`config.mk`:
```
export PLATFORM = sky130hd
export DESIGN_NAME = uie_top
export DESIGN_NICKNAME = d
export VERILOG_FILES = /design/src/uie_pkg.sv /design/src/uie_top.sv
export VERILOG_INCLUDE_DIRS = /design/src
export SDC_FILE = /design/constraint.sdc
export NUM_CORES = 1
export LEC_CHECK = 0
export BUFFER_PORTS_ARGS = -buffer_cell sky130_fd_sc_hd__buf_2
export CORE_MARGIN = 1.5
export CORE_UTILIZATION = 56
export CTS_BUF_LIST = sky130_fd_sc_hd__clkbuf_4 sky130_fd_sc_hd__clkbuf_8
export DETAILED_ROUTE_END_ITERATION = 12
export HOLD_SLACK_MARGIN = 0.02
export PLACE_DENSITY_LB_ADDON = 0.08
export SYNTH_ARGS = -nofsm -noshare
export SYNTH_HDL_FRONTEND = slang
export SYNTH_SLANG_ARGS = --single-unit
```
`constraint.sdc`:
```
create_clock -name MCLK_IN -period 8.11 [get_ports MCLK_IN]
set_input_delay 1.2165 -clock MCLK_IN [delete_from_list [all_inputs] [get_ports MCLK_IN]]
set_output_delay 1.2165 -clock MCLK_IN [all_outputs]
set_load 0.03 [all_outputs]
```
`src/uie_cfg.svh`:
```
`ifndef UIE_CFG_SVH
`define UIE_CFG_SVH
// ==========================================
// register byte offsets
`define UIE_OFS_MASK 8'h00
`define UIE_OFS_CODE 8'h04
`define UIE_OFS_LINE 8'h08
`define UIE_OFS_MODEM 8'h0C
`define UIE_OFS_DATA 8'h10
`define UIE_OFS_CTRL 8'h14
`define UIE_OFS_GINV 8'h18
`define UIE_OFS_GEN 8'h1C
`define UIE_OFS_GLVL 8'h20
// ==========================================
// fields and codes
`define UIE_CTRL_FIFO 0
`define UIE_CTRL_UNLOCK 1
`define UIE_CTRL_ARTS 2
`define UIE_CTRL_ACTS 3
`define UIE_CTRL_ERRIN 4
`define UIE_CTRL_WAKE 5
`define UIE_CTRL_SLEEP 6
`define UIE_MASK_LOCKED 8'h0F
`define UIE_RST_BYTE 8'h00
`define UIE_CODE_LINE 6'h06
`define UIE_CODE_TOUT 6'h0C
`define UIE_CODE_RECEIVE_READY_EVENT 6'h04
`define UIE_CODE_TRANSMIT_READY_EVENT 6'h02
`define UIE_CODE_MODEM 6'h00
`define UIE_CODE_MATCH 6'h10
`define UIE_CODE_FLOW 6'h20
`define UIE_CODE_NONE 6'h01
// ==========================================
// time-out in characters plus bits
`define UIE_TOUT_CHARS 4
`define UIE_TOUT_BITS 12
`endif

```
`src/uie_pkg.sv`:
```
package uie_pkg;
   // ==========================================
   // all flip-flops of the top module but the two reset release flops
   typedef struct packed {
      logic cts_prev;
      logic [7:0] mask;
      logic [6:0] ctrl;
      logic [7:0] ginv;
      logic [7:0] gen;
      logic [7:0] gpio_meta;
      logic [7:0] gpio_sync;
      logic gpio_act;
      logic cts_meta;
      logic cts_sync;
      logic rts_prev;
      logic head_err_prev;
      logic tx_cond_prev;
      logic overrun;
      logic line_int;
      logic tx_int;
      logic tout_int;
      logic match_int;
      logic special;
      logic flow_int;
      logic wake_int;
      logic gpio_int;
      logic [7:0] tout_cnt;
      logic [7:0] code;
      logic irq;
      logic wr_pend;
      logic [7:0] wr_addr;
      logic [31:0] rdata;
      logic rx_read;
      logic tx_write;
      logic [7:0] tx_data;
      logic msr_read;
   } uie_state_s;
endpackage

```
`src/uie_top.sv`:
```
// Our own choices: the register addresses and the AHB-Lite slave port.
`timescale 1ns/1ns
`include "uie_cfg.svh"
module uie_top
   import uie_pkg::*;
#(
   parameter int GPIO_W = 8
) (
   input wire logic MCLK_IN,
   input wire logic NRST_IN,
   input wire logic HSEL_IN,
   input wire logic [31:0] HADDR_IN,
   input wire logic [1:0] HTRANS_IN,
   input wire logic HWRITE_IN,
   input wire logic [2:0] HSIZE_IN,
   input wire logic [31:0] HWDATA_IN,
   input wire logic HREADY_IN,
   output logic [31:0] HRDATA_OUT,
   output logic HREADYOUT_OUT,
   output logic HRESP_OUT,
   input wire logic [7:0] RX_LEVEL_IN,
   input wire logic [7:0] RX_TRIG_IN,
   input wire logic [7:0] TX_LEVEL_IN,
   input wire logic [7:0] TX_TRIG_IN,
   input wire logic TX_SHIFT_EMPTY_IN,
   input wire logic [7:0] RX_DATA_IN,
   input wire logic RX_PUSH_IN,
   input wire logic [2:0] RX_PUSH_ERR_IN,
   input wire logic [2:0] RX_HEAD_ERR_IN,
   input wire logic RX_ANY_ERR_IN,
   input wire logic OVERRUN_IN,
   input wire logic [3:0] MODEM_DELTA_IN,
   input wire logic [3:0] MODEM_LINES_IN,
   input wire logic XON_MATCH_IN,
   input wire logic XOFF_MATCH_IN,
   input wire logic SPECIAL_MATCH_IN,
   input wire logic RTS_IN,
   input wire logic CTS_N_IN,
   input wire logic WAKE_IN,
   input wire logic [GPIO_W-1:0] GPIO_IN,
   input wire logic BIT_TICK_IN,
   input wire logic [3:0] CHAR_BITS_IN,
   output logic INT_OUT,
   output logic RX_READ_OUT,
   output logic TX_WRITE_OUT,
   output logic [7:0] TX_DATA_OUT,
   output logic MSR_READ_OUT,
   output logic SLEEP_EN_OUT,
   output logic FIFO_EN_OUT
);
   // ==========================================
   // reset release
   logic rst_meta;
   logic rst_n;
   uie_state_s st;
   uie_state_s next_st;
   always_ff @(posedge MCLK_IN or negedge NRST_IN) begin
      if (!NRST_IN) begin
         rst_meta <= 1'b0;
         rst_n <= 1'b0;
      end else begin
         rst_meta <= 1'b1;
         rst_n <= rst_meta;
      end
   end

   // ==========================================
   // combinational helpers
   logic fifo_en;
   logic rd_take;
   logic wr_take;
   logic [7:0] addr;
   logic rx_any;
   logic rx_int;
   logic tx_cond;
   logic modem_int;
   logic [7:0] tout_lim;
   logic [7:0] gpio_lvl;
   logic [5:0] code_lo;
   logic [7:0] line_stat;
   always_comb begin
      fifo_en = st.ctrl[`UIE_CTRL_FIFO];
      addr = HADDR_IN[7:0];
      rd_take = HSEL_IN && HTRANS_IN[1] && HREADY_IN && !HWRITE_IN;
      wr_take = HSEL_IN && HTRANS_IN[1] && HREADY_IN && HWRITE_IN;
      gpio_lvl = (st.gpio_sync ^ st.ginv);
      rx_any = (RX_LEVEL_IN != 8'h00);
      rx_int = st.mask[0] && (fifo_en ? (RX_LEVEL_IN >= RX_TRIG_IN) : rx_any);
      tx_cond = fifo_en ? ((TX_LEVEL_IN < TX_TRIG_IN) || (TX_LEVEL_IN == 8'h00))
                        : (TX_LEVEL_IN == 8'h00);
      modem_int = st.mask[3] && (MODEM_DELTA_IN != 4'h0);
      tout_lim = 8'(`UIE_TOUT_CHARS * CHAR_BITS_IN + `UIE_TOUT_BITS);
      line_stat = {RX_ANY_ERR_IN, (TX_LEVEL_IN == 8'h00) && TX_SHIFT_EMPTY_IN,
                   TX_LEVEL_IN == 8'h00, RX_HEAD_ERR_IN, st.overrun, rx_any};
      if (st.line_int) begin
         code_lo = `UIE_CODE_LINE;
      end else if (st.tout_int) begin
         code_lo = `UIE_CODE_TOUT;
      end else if (rx_int) begin
         code_lo = `UIE_CODE_RECEIVE_READY_EVENT;
      end else if (st.tx_int) begin
         code_lo = `UIE_CODE_TRANSMIT_READY_EVENT;
      end else if (modem_int) begin
         code_lo = `UIE_CODE_MODEM;
      end else if (st.match_int) begin
         code_lo = `UIE_CODE_MATCH;
      end else if (st.flow_int) begin
         code_lo = `UIE_CODE_FLOW;
      end else begin
         code_lo = `UIE_CODE_NONE;
      end
   end

   // ==========================================
   // next state
   always_comb begin
      next_st = st;
      next_st.cts_prev = st.cts_sync;
      next_st.rx_read = 1'b0;
      next_st.tx_write = 1'b0;
      next_st.msr_read = 1'b0;
      next_st.gpio_meta = 8'(GPIO_IN);
      next_st.gpio_sync = st.gpio_meta;
      next_st.cts_meta = CTS_N_IN;
      next_st.cts_sync = st.cts_meta;
      next_st.rts_prev = RTS_IN;
      next_st.head_err_prev = (RX_HEAD_ERR_IN != 3'h0);
      next_st.tx_cond_prev = tx_cond;
      next_st.gpio_act = ((gpio_lvl & st.gen) != 8'h00);
      next_st.wr_pend = wr_take;
      next_st.wr_addr = addr;

      // read side effects clear first, so any set below wins, except the time-out set, which a data read blocks
      if (rd_take) begin
         unique case (addr)
            `UIE_OFS_CODE: begin
               if (code_lo == `UIE_CODE_TRANSMIT_READY_EVENT) begin
                  next_st.tx_int = 1'b0;
               end
               if (code_lo == `UIE_CODE_MATCH) begin
                  next_st.match_int = 1'b0;
                  next_st.special = 1'b0;
               end
               next_st.wake_int = 1'b0;
            end
            `UIE_OFS_LINE: begin
               next_st.line_int = 1'b0;
               next_st.overrun = 1'b0;
            end
            `UIE_OFS_MODEM: begin
               next_st.flow_int = 1'b0;
               next_st.msr_read = 1'b1;
            end
            `UIE_OFS_DATA: begin
               next_st.tout_int = 1'b0;
               next_st.rx_read = 1'b1;
            end
            `UIE_OFS_GLVL: begin
               next_st.gpio_int = 1'b0;
            end
            default: begin
            end
         endcase
      end

      // special clears on next plain character
      if (RX_PUSH_IN && st.special && !SPECIAL_MATCH_IN) begin
         next_st.special = 1'b0;
         next_st.match_int = 1'b0;
      end

      // write data phase
      if (st.wr_pend) begin
         unique case (st.wr_addr)
            `UIE_OFS_MASK: begin
               if (st.ctrl[`UIE_CTRL_UNLOCK]) begin
                  next_st.mask = HWDATA_IN[7:0];
               end else begin
                  next_st.mask = (HWDATA_IN[7:0] & `UIE_MASK_LOCKED)
                                 | (st.mask & ~`UIE_MASK_LOCKED);
               end
            end
            `UIE_OFS_DATA: begin
               next_st.tx_int = 1'b0;
               next_st.tx_write = 1'b1;
               next_st.tx_data = HWDATA_IN[7:0];
            end
            `UIE_OFS_CTRL: begin
               next_st.ctrl = HWDATA_IN[6:0];
            end
            `UIE_OFS_GINV: begin
               next_st.ginv = HWDATA_IN[7:0];
            end
            `UIE_OFS_GEN: begin
               next_st.gen = HWDATA_IN[7:0];
            end
            default: begin
            end
         endcase
      end

      // rising tx condition, or enabled while already empty
      if (tx_cond && ((st.mask[1] && !st.tx_cond_prev) || (next_st.mask[1] && !st.mask[1]))) begin
         next_st.tx_int = 1'b1;
      end
      // mask off drops a pending request
      if (!next_st.mask[1]) begin
         next_st.tx_int = 1'b0;
      end

      // overrun at once, errors at head or entry
      if (OVERRUN_IN) begin
         next_st.overrun = 1'b1;
      end
      if (st.mask[2]) begin
         if (OVERRUN_IN) begin
            next_st.line_int = 1'b1;
         end
         if (st.ctrl[`UIE_CTRL_ERRIN]) begin
            if (RX_PUSH_IN && RX_PUSH_ERR_IN != 3'h0) begin
               next_st.line_int = 1'b1;
            end
         end else if (RX_HEAD_ERR_IN != 3'h0 && !st.head_err_prev) begin
            next_st.line_int = 1'b1;
         end
      end

      // timer runs with data, restarts on traffic
      if (!rx_any || RX_PUSH_IN || (rd_take && addr == `UIE_OFS_DATA)) begin
         next_st.tout_cnt = 8'h00;
      end else if (BIT_TICK_IN && st.tout_cnt < tout_lim) begin
         next_st.tout_cnt = st.tout_cnt + 8'h01;
      end
      if (fifo_en && st.mask[0] && rx_any && st.tout_cnt == tout_lim
          && !(rd_take && addr == `UIE_OFS_DATA)) begin
         next_st.tout_int = 1'b1;
      end

      if (st.mask[5] && (XON_MATCH_IN || XOFF_MATCH_IN || SPECIAL_MATCH_IN)) begin
         next_st.match_int = 1'b1;
         next_st.special = SPECIAL_MATCH_IN;
      end
      if ((st.mask[6] && st.ctrl[`UIE_CTRL_ARTS] && RTS_IN && !st.rts_prev)
          || (st.mask[7] && st.ctrl[`UIE_CTRL_ACTS] && st.cts_sync && !st.cts_prev)) begin
         next_st.flow_int = 1'b1;
      end
      if (WAKE_IN && st.ctrl[`UIE_CTRL_WAKE]) begin
         next_st.wake_int = 1'b1;
      end
      if (next_st.gpio_act && !st.gpio_act) begin
         next_st.gpio_int = 1'b1;
      end

      next_st.code = {fifo_en, fifo_en ^ st.gpio_int, code_lo};
      // wake and gpio raise the line even with no mask bits set
      next_st.irq = !code_lo[0] || st.wake_int || st.gpio_int;

      // registered read data, valid in the data phase
      next_st.rdata = 32'h0000_0000;
      if (rd_take) begin
         unique case (addr)
            `UIE_OFS_MASK: next_st.rdata[7:0] = st.mask;
            `UIE_OFS_CODE: next_st.rdata[7:0] = {fifo_en, fifo_en ^ st.gpio_int, code_lo};
            `UIE_OFS_LINE: next_st.rdata[7:0] = line_stat;
            `UIE_OFS_MODEM: next_st.rdata[7:0] = {MODEM_LINES_IN, MODEM_DELTA_IN};
            `UIE_OFS_DATA: next_st.rdata[7:0] = RX_DATA_IN;
            `UIE_OFS_CTRL: next_st.rdata[6:0] = st.ctrl;
            `UIE_OFS_GINV: next_st.rdata[7:0] = st.ginv;
            `UIE_OFS_GEN: next_st.rdata[7:0] = st.gen;
            `UIE_OFS_GLVL: next_st.rdata[7:0] = gpio_lvl;
            default: next_st.rdata = 32'h0000_0000;
         endcase
      end
   end

   // ==========================================
   // state register
   always_ff @(posedge MCLK_IN or negedge rst_n) begin
      if (!rst_n) begin
         st <= '0;
         st.mask <= `UIE_RST_BYTE;
         st.ginv <= `UIE_RST_BYTE;
         st.gen <= `UIE_RST_BYTE;
         // cts flops start high so no false rising edge follows reset
         st.cts_meta <= 1'b1;
         st.cts_sync <= 1'b1;
         st.cts_prev <= 1'b1;
         st.tx_cond_prev <= 1'b1;
         st.code <= {2'b00, `UIE_CODE_NONE};
      end else begin
         st <= next_st;
      end
   end

   // ==========================================
   // outputs; zero-wait slave, always okay
   always_comb begin
      HRDATA_OUT = st.rdata;
      HREADYOUT_OUT = rst_n;
      HRESP_OUT = 1'b0;
      INT_OUT = st.irq;
      RX_READ_OUT = st.rx_read;
      TX_WRITE_OUT = st.tx_write;
      TX_DATA_OUT = st.tx_data;
      MSR_READ_OUT = st.msr_read;
      SLEEP_EN_OUT = st.mask[4];
      FIFO_EN_OUT = st.ctrl[`UIE_CTRL_FIFO];
   end
endmodule // uie_top

```
After elaboration in Yosys (flattened, before gate mapping)
Index checks and enable logic that the tools add are counted.
W data, S select, Z words.
Storage, ports and cells
  register bits after elaboration: 126
  input bits: 151
  output and inout port bits: 48
  word-level logic and storage cells: 192
Cells by class
  add/sub/neg operators: 2
  $lt $le $gt $ge: 3
  eq/ne operators: 15
  mux-type cells: 52
  bitwise gates (word level): 4
  reduce and logical (&&, ||, !) cells: 82
Operators by type and width (number)
  $eq A8 B5 Y1 const B: 8
  $pmux W7 S9: 1
  $mux W8: 6
  $mux W6: 7
  $logic_and A1 B1 Y1: 29
  $mux W9: 3
  $mux W1: 26
  $mux W25: 1
  $logic_not A8 Y1: 3
  $reduce_bool A2 Y1: 11
  $reduce_and A2 Y1: 10
  $eq A8 B4 Y1 const B: 2
  $reduce_bool A8 Y1: 2
  $reduce_bool A3 Y1: 5
  $mux W2: 6
  $logic_not A1 Y1: 11
  $logic_or A1 B1 Y1: 9
  $add A8 B1 Y8 const B: 1
  $and A8 B8 Y8: 1
  $eq A8 B3 Y1 const B: 1
  $eq A8 B6 Y1 const B: 1
  $eq A8 B7 Y1: 1
  $ge A8 B8 Y1: 1
  $lt A8 B7 Y1: 1
  11 further kinds: 11

Depth between registers and ports, before layout
  depth after elaboration: 15
  gate-level depth with buffers: 9
  depth with buffers taken out: 9

Worst setup path after synthesis
Ideal clock, no wire load.
  kind: register -> output
  start: reg rst_n, in the netlist HREADYOUT_OUT
  end: out HREADYOUT_OUT
  arrival time: 2624 ps
  data required time: 6894 ps
  path slack: 4269 ps
  cell stages (with the launch flop): 1
  buffers on the path: 0
  path through: dfrtp_1
RTL lines
  start, declared: line uie_top.sv:54  | logic rst_n;
  start signal, assigned: line uie_top.sv:63  | rst_n <= rst_meta;
  end, declared: line uie_top.sv:19  | output logic HREADYOUT_OUT,
No word-level cell between the ends.

==> results.txt <==
clock transition at the registers of the reported paths - 100 ps
power density cells - 167.8 nW/um2
synth warn - 0
DP Worst Slack - 4820 ps
switching power - 285.3 uW
TritonCTS clock tree - yes
Die X - 102.3 um
R2R Path Start - st[48]$_DFF_PN0_
CTS root buffer - clkbuf_8
leading cell type in the layout, fill and taps excluded - buf_2
Worst Setup EP - HRDATA_OUT[5]$_DFF_PN0_
FILL cells - 785
Int Pwr - 771.1 uW
number of buffers created by CTS - 9
Max-slew headroom - 0.3305
ys flop type - dfrtp_1
GRT Total Usage - 0.2599
Final Max Slew Viols - 0
First DRT Iteration DRCs - 340
crit path DAT - 3270 ps
DRC - 0
fin crit share - 0.3648
EDFF count, synth - 0
H-tree level count - 3
Slowest cell on crit path - nor4b_1
via count - 4,244
stages on the worst setup path - 6
LEAKAGE - 2.967 nW
CTS Sinks - 102
flops & latches, synth - 102
cells on worst reg2reg path - 5
combinational power share - 0.127
DP Area - 6052 um2
Reg-to-Reg End - st[101]$_DFFE_PN0P_
final setup violating endpoints - 0
final global-route overflow total - 0
Post-Syn Area per Cell - 11.09 um2
Seq pwr share - 0.520
post-route cell area - 6295 um2
final hold violations - 0
RePlAce Congestion - 0.9293
layout cells sized above 1 - 0.3399
wire per inst - 17.60 um
Vias per Instance - 5.697
worst slew pin tran - 996.0 ps
number of global-route vias before repair - 3,940
clock power share - 0.353
HP Class - flip-flop to flip-flop
share of synthesized flip-flops with an asynchronous set or reset - 1.000
data required time of the worst path - 8420 ps
Worst-Skew Late Latency - 370 ps
worst reg2reg setup slack - 5860 ps
CTS Buffer Depth - 2
n_diodes - 0
switching power share of the total - 0.2700
crit-path leading delay family - simple AND/OR/NAND/NOR gates
largest net degree at the start of global routing - 55
nets@finish - 781
first-pass GRT wire length - 20,330 um
status - finished clean
Starting Density - 0.5702
CP cell instances - buf_2 > nor4b_1 > and2_1 > a22oi_1 > a21oi_1 > a41o_1
Post-Route WL - 13,110 um
die height - 102.3 um
Cell Area, Synth - 5522 um2
fmax - 0.3380 GHz
dpl hpwl - 10,060 um
post-synthesis cell type count - 74
post-synthesis cell count - 498
CP max FO - 22
setup TNS - 0 ps
Max-Cap Viols - 0
final worst setup slack - 5151 ps
initial antenna violation count - 0
row count - 36
crit path from - HADDR_IN[3]
Hold Buf Count CTS - 0
RSZ-0062 raised after global routing - false
Tmin final - 2959 ps
# port buffers - 121
Fin Clk Skew - 16.58 ps
Worst Path Class, Setup - primary input to flip-flop
worst vdd ir - 0.1232 mV
WP buf/inv - 1
Worst setup EP type - flip-flop
setup bufs post-CTS - 0
Antenna Nets Post-Route - 0
Die ar. - 10,460 um2
Initial DRT Pass Iterations - 6
CP peak stage delay - 760 ps
sequential cell area fraction in the yosys report - 0.4632
I/O pin count - 199
core footprint - 9684 um2
Worst setup SP type - primary input
post_cts resized - 0
P&R area growth vs syn - 14.00%
most frequent cells in the layout - buf_2, dfrtp_1, mux2_2, inv_1, nand2_1
## power by group through the flow
| stage | clock network, mW | registers [mW] | logic [mW] |
|---|---|---|---|
| global route | 0.400 | 0.554 | 0.148 |
| CTS | 0.378 | 0.550 | 0.134 |
| detailed placement | 0 | 0.560 | 0.133 |
| finish | 0.373 | 0.550 | 0.134 |
| floorplan | 0 | 0.558 | 0.0903 |
| global placement | 0 | 0.559 | 0.130 |
## logic make-up (layout without fill, tap and decap cells)
logic type | Yosys count | count (layout) | synth area share
adders and majority gates | 23 | 23 | 0.05212
xor gates and xnor gates | 11 | 11 | 0.01745
muxes | 50 | 50 | 0.1099
buffers and inverters | 82 | 172 | 0.08588
and+or+nand+nor | 128 | 128 | 0.1407
other | 2 | 26 | 0.001360
DFF | 102 | 102 | 0.4632
AOI/OAI and AO/OA | 100 | 100 | 0.1294
## synthesized netlist by cell type, types with 6 or more instances
cell type	count	area [um2]
a22oi_1	9	67.56
nand2b_1	6	37.54
a22o_1	6	52.55
nor2b_1	6	37.54
o21ai_0	15	75.07
a21oi_1	19	95.09
nand3_1	12	60.06
inv_1	33	123.9
nand2_1	30	112.6
mux2_2	41	461.7
ha_1	23	287.8
buf_4	41	307.8
and3_1	6	37.54
nor2_1	19	71.32
xor2_1	9	78.83
dfrtp_1	98	2452
## metal layers
metal / vias to the layer above / global-route usage / routed length [um]
met5: - / 0 / 0
met2: 187 / 0.4300 / 6289
li1: 1974 / - / -
met3: 24 / 0.03625 / 815
met4: 0 / 0.09484 / 249
met1: 2059 / 0.3514 / 5755
## flip-flops by register name (all words and copies together), names as in the netlist
signal	count
INT_OUT	1
MSR_READ_OUT	1
HREADYOUT_OUT	1
HRDATA_OUT	8
st	67
line_stat	1
FIFO_EN_OUT	1
TX_DATA_OUT	8
next_st	10
TX_WRITE_OUT	1
RX_READ_OUT	1
SLEEP_EN_OUT	1
rst_meta	1
## how the worst min path moves through the flow
stage,start,to,slack [ps],cells after the start
after detailed placement,next_st[91]$_DFF_PN0_,st[91]$_DFF_PN0_,340,0
final,next_st[91]$_DFF_PN0_,st[91]$_DFF_PN0_,360,0
after global placement,next_st[90]$_DFF_PN0_,st[90]$_DFF_PN0_,330,0
after floorplan,rst_meta$_DFF_PN0_,HREADYOUT_OUT$_DFF_PN0_,330,0
after global routing,next_st[86]$_DFF_PN0_,st[86]$_DFF_PN0_,370,0
after CTS,next_st[91]$_DFF_PN0_,st[91]$_DFF_PN0_,360,0
## through the flow
step           power [mW]  instances  hold WS [ps]  utilization
6_report            1.056        745         357.4       0.6500
5_1_grt             1.102        745         366.8       0.6500
4_1_cts             1.062        745         358.9       0.6500
3_5_place_dp       0.6931        729         335.5       0.6249
3_3_place_gp       0.6886        729         331.5       0.6249
2_1_floorplan      0.6480        522         331.2            -
## cell type report
class                      count  area (um2)  area share
sequential                   102        2561      0.4069
inverter                      33       123.9     0.01968
clock buffer                  10       137.6     0.02186
tap                          133       166.4     0.02644
timing repair buffer         123       620.6     0.09859
clock inverter                 6       105.1     0.01670
multi-input combinational    338        2580      0.4099
Note: power is estimated with default switching activity, not from simulation.
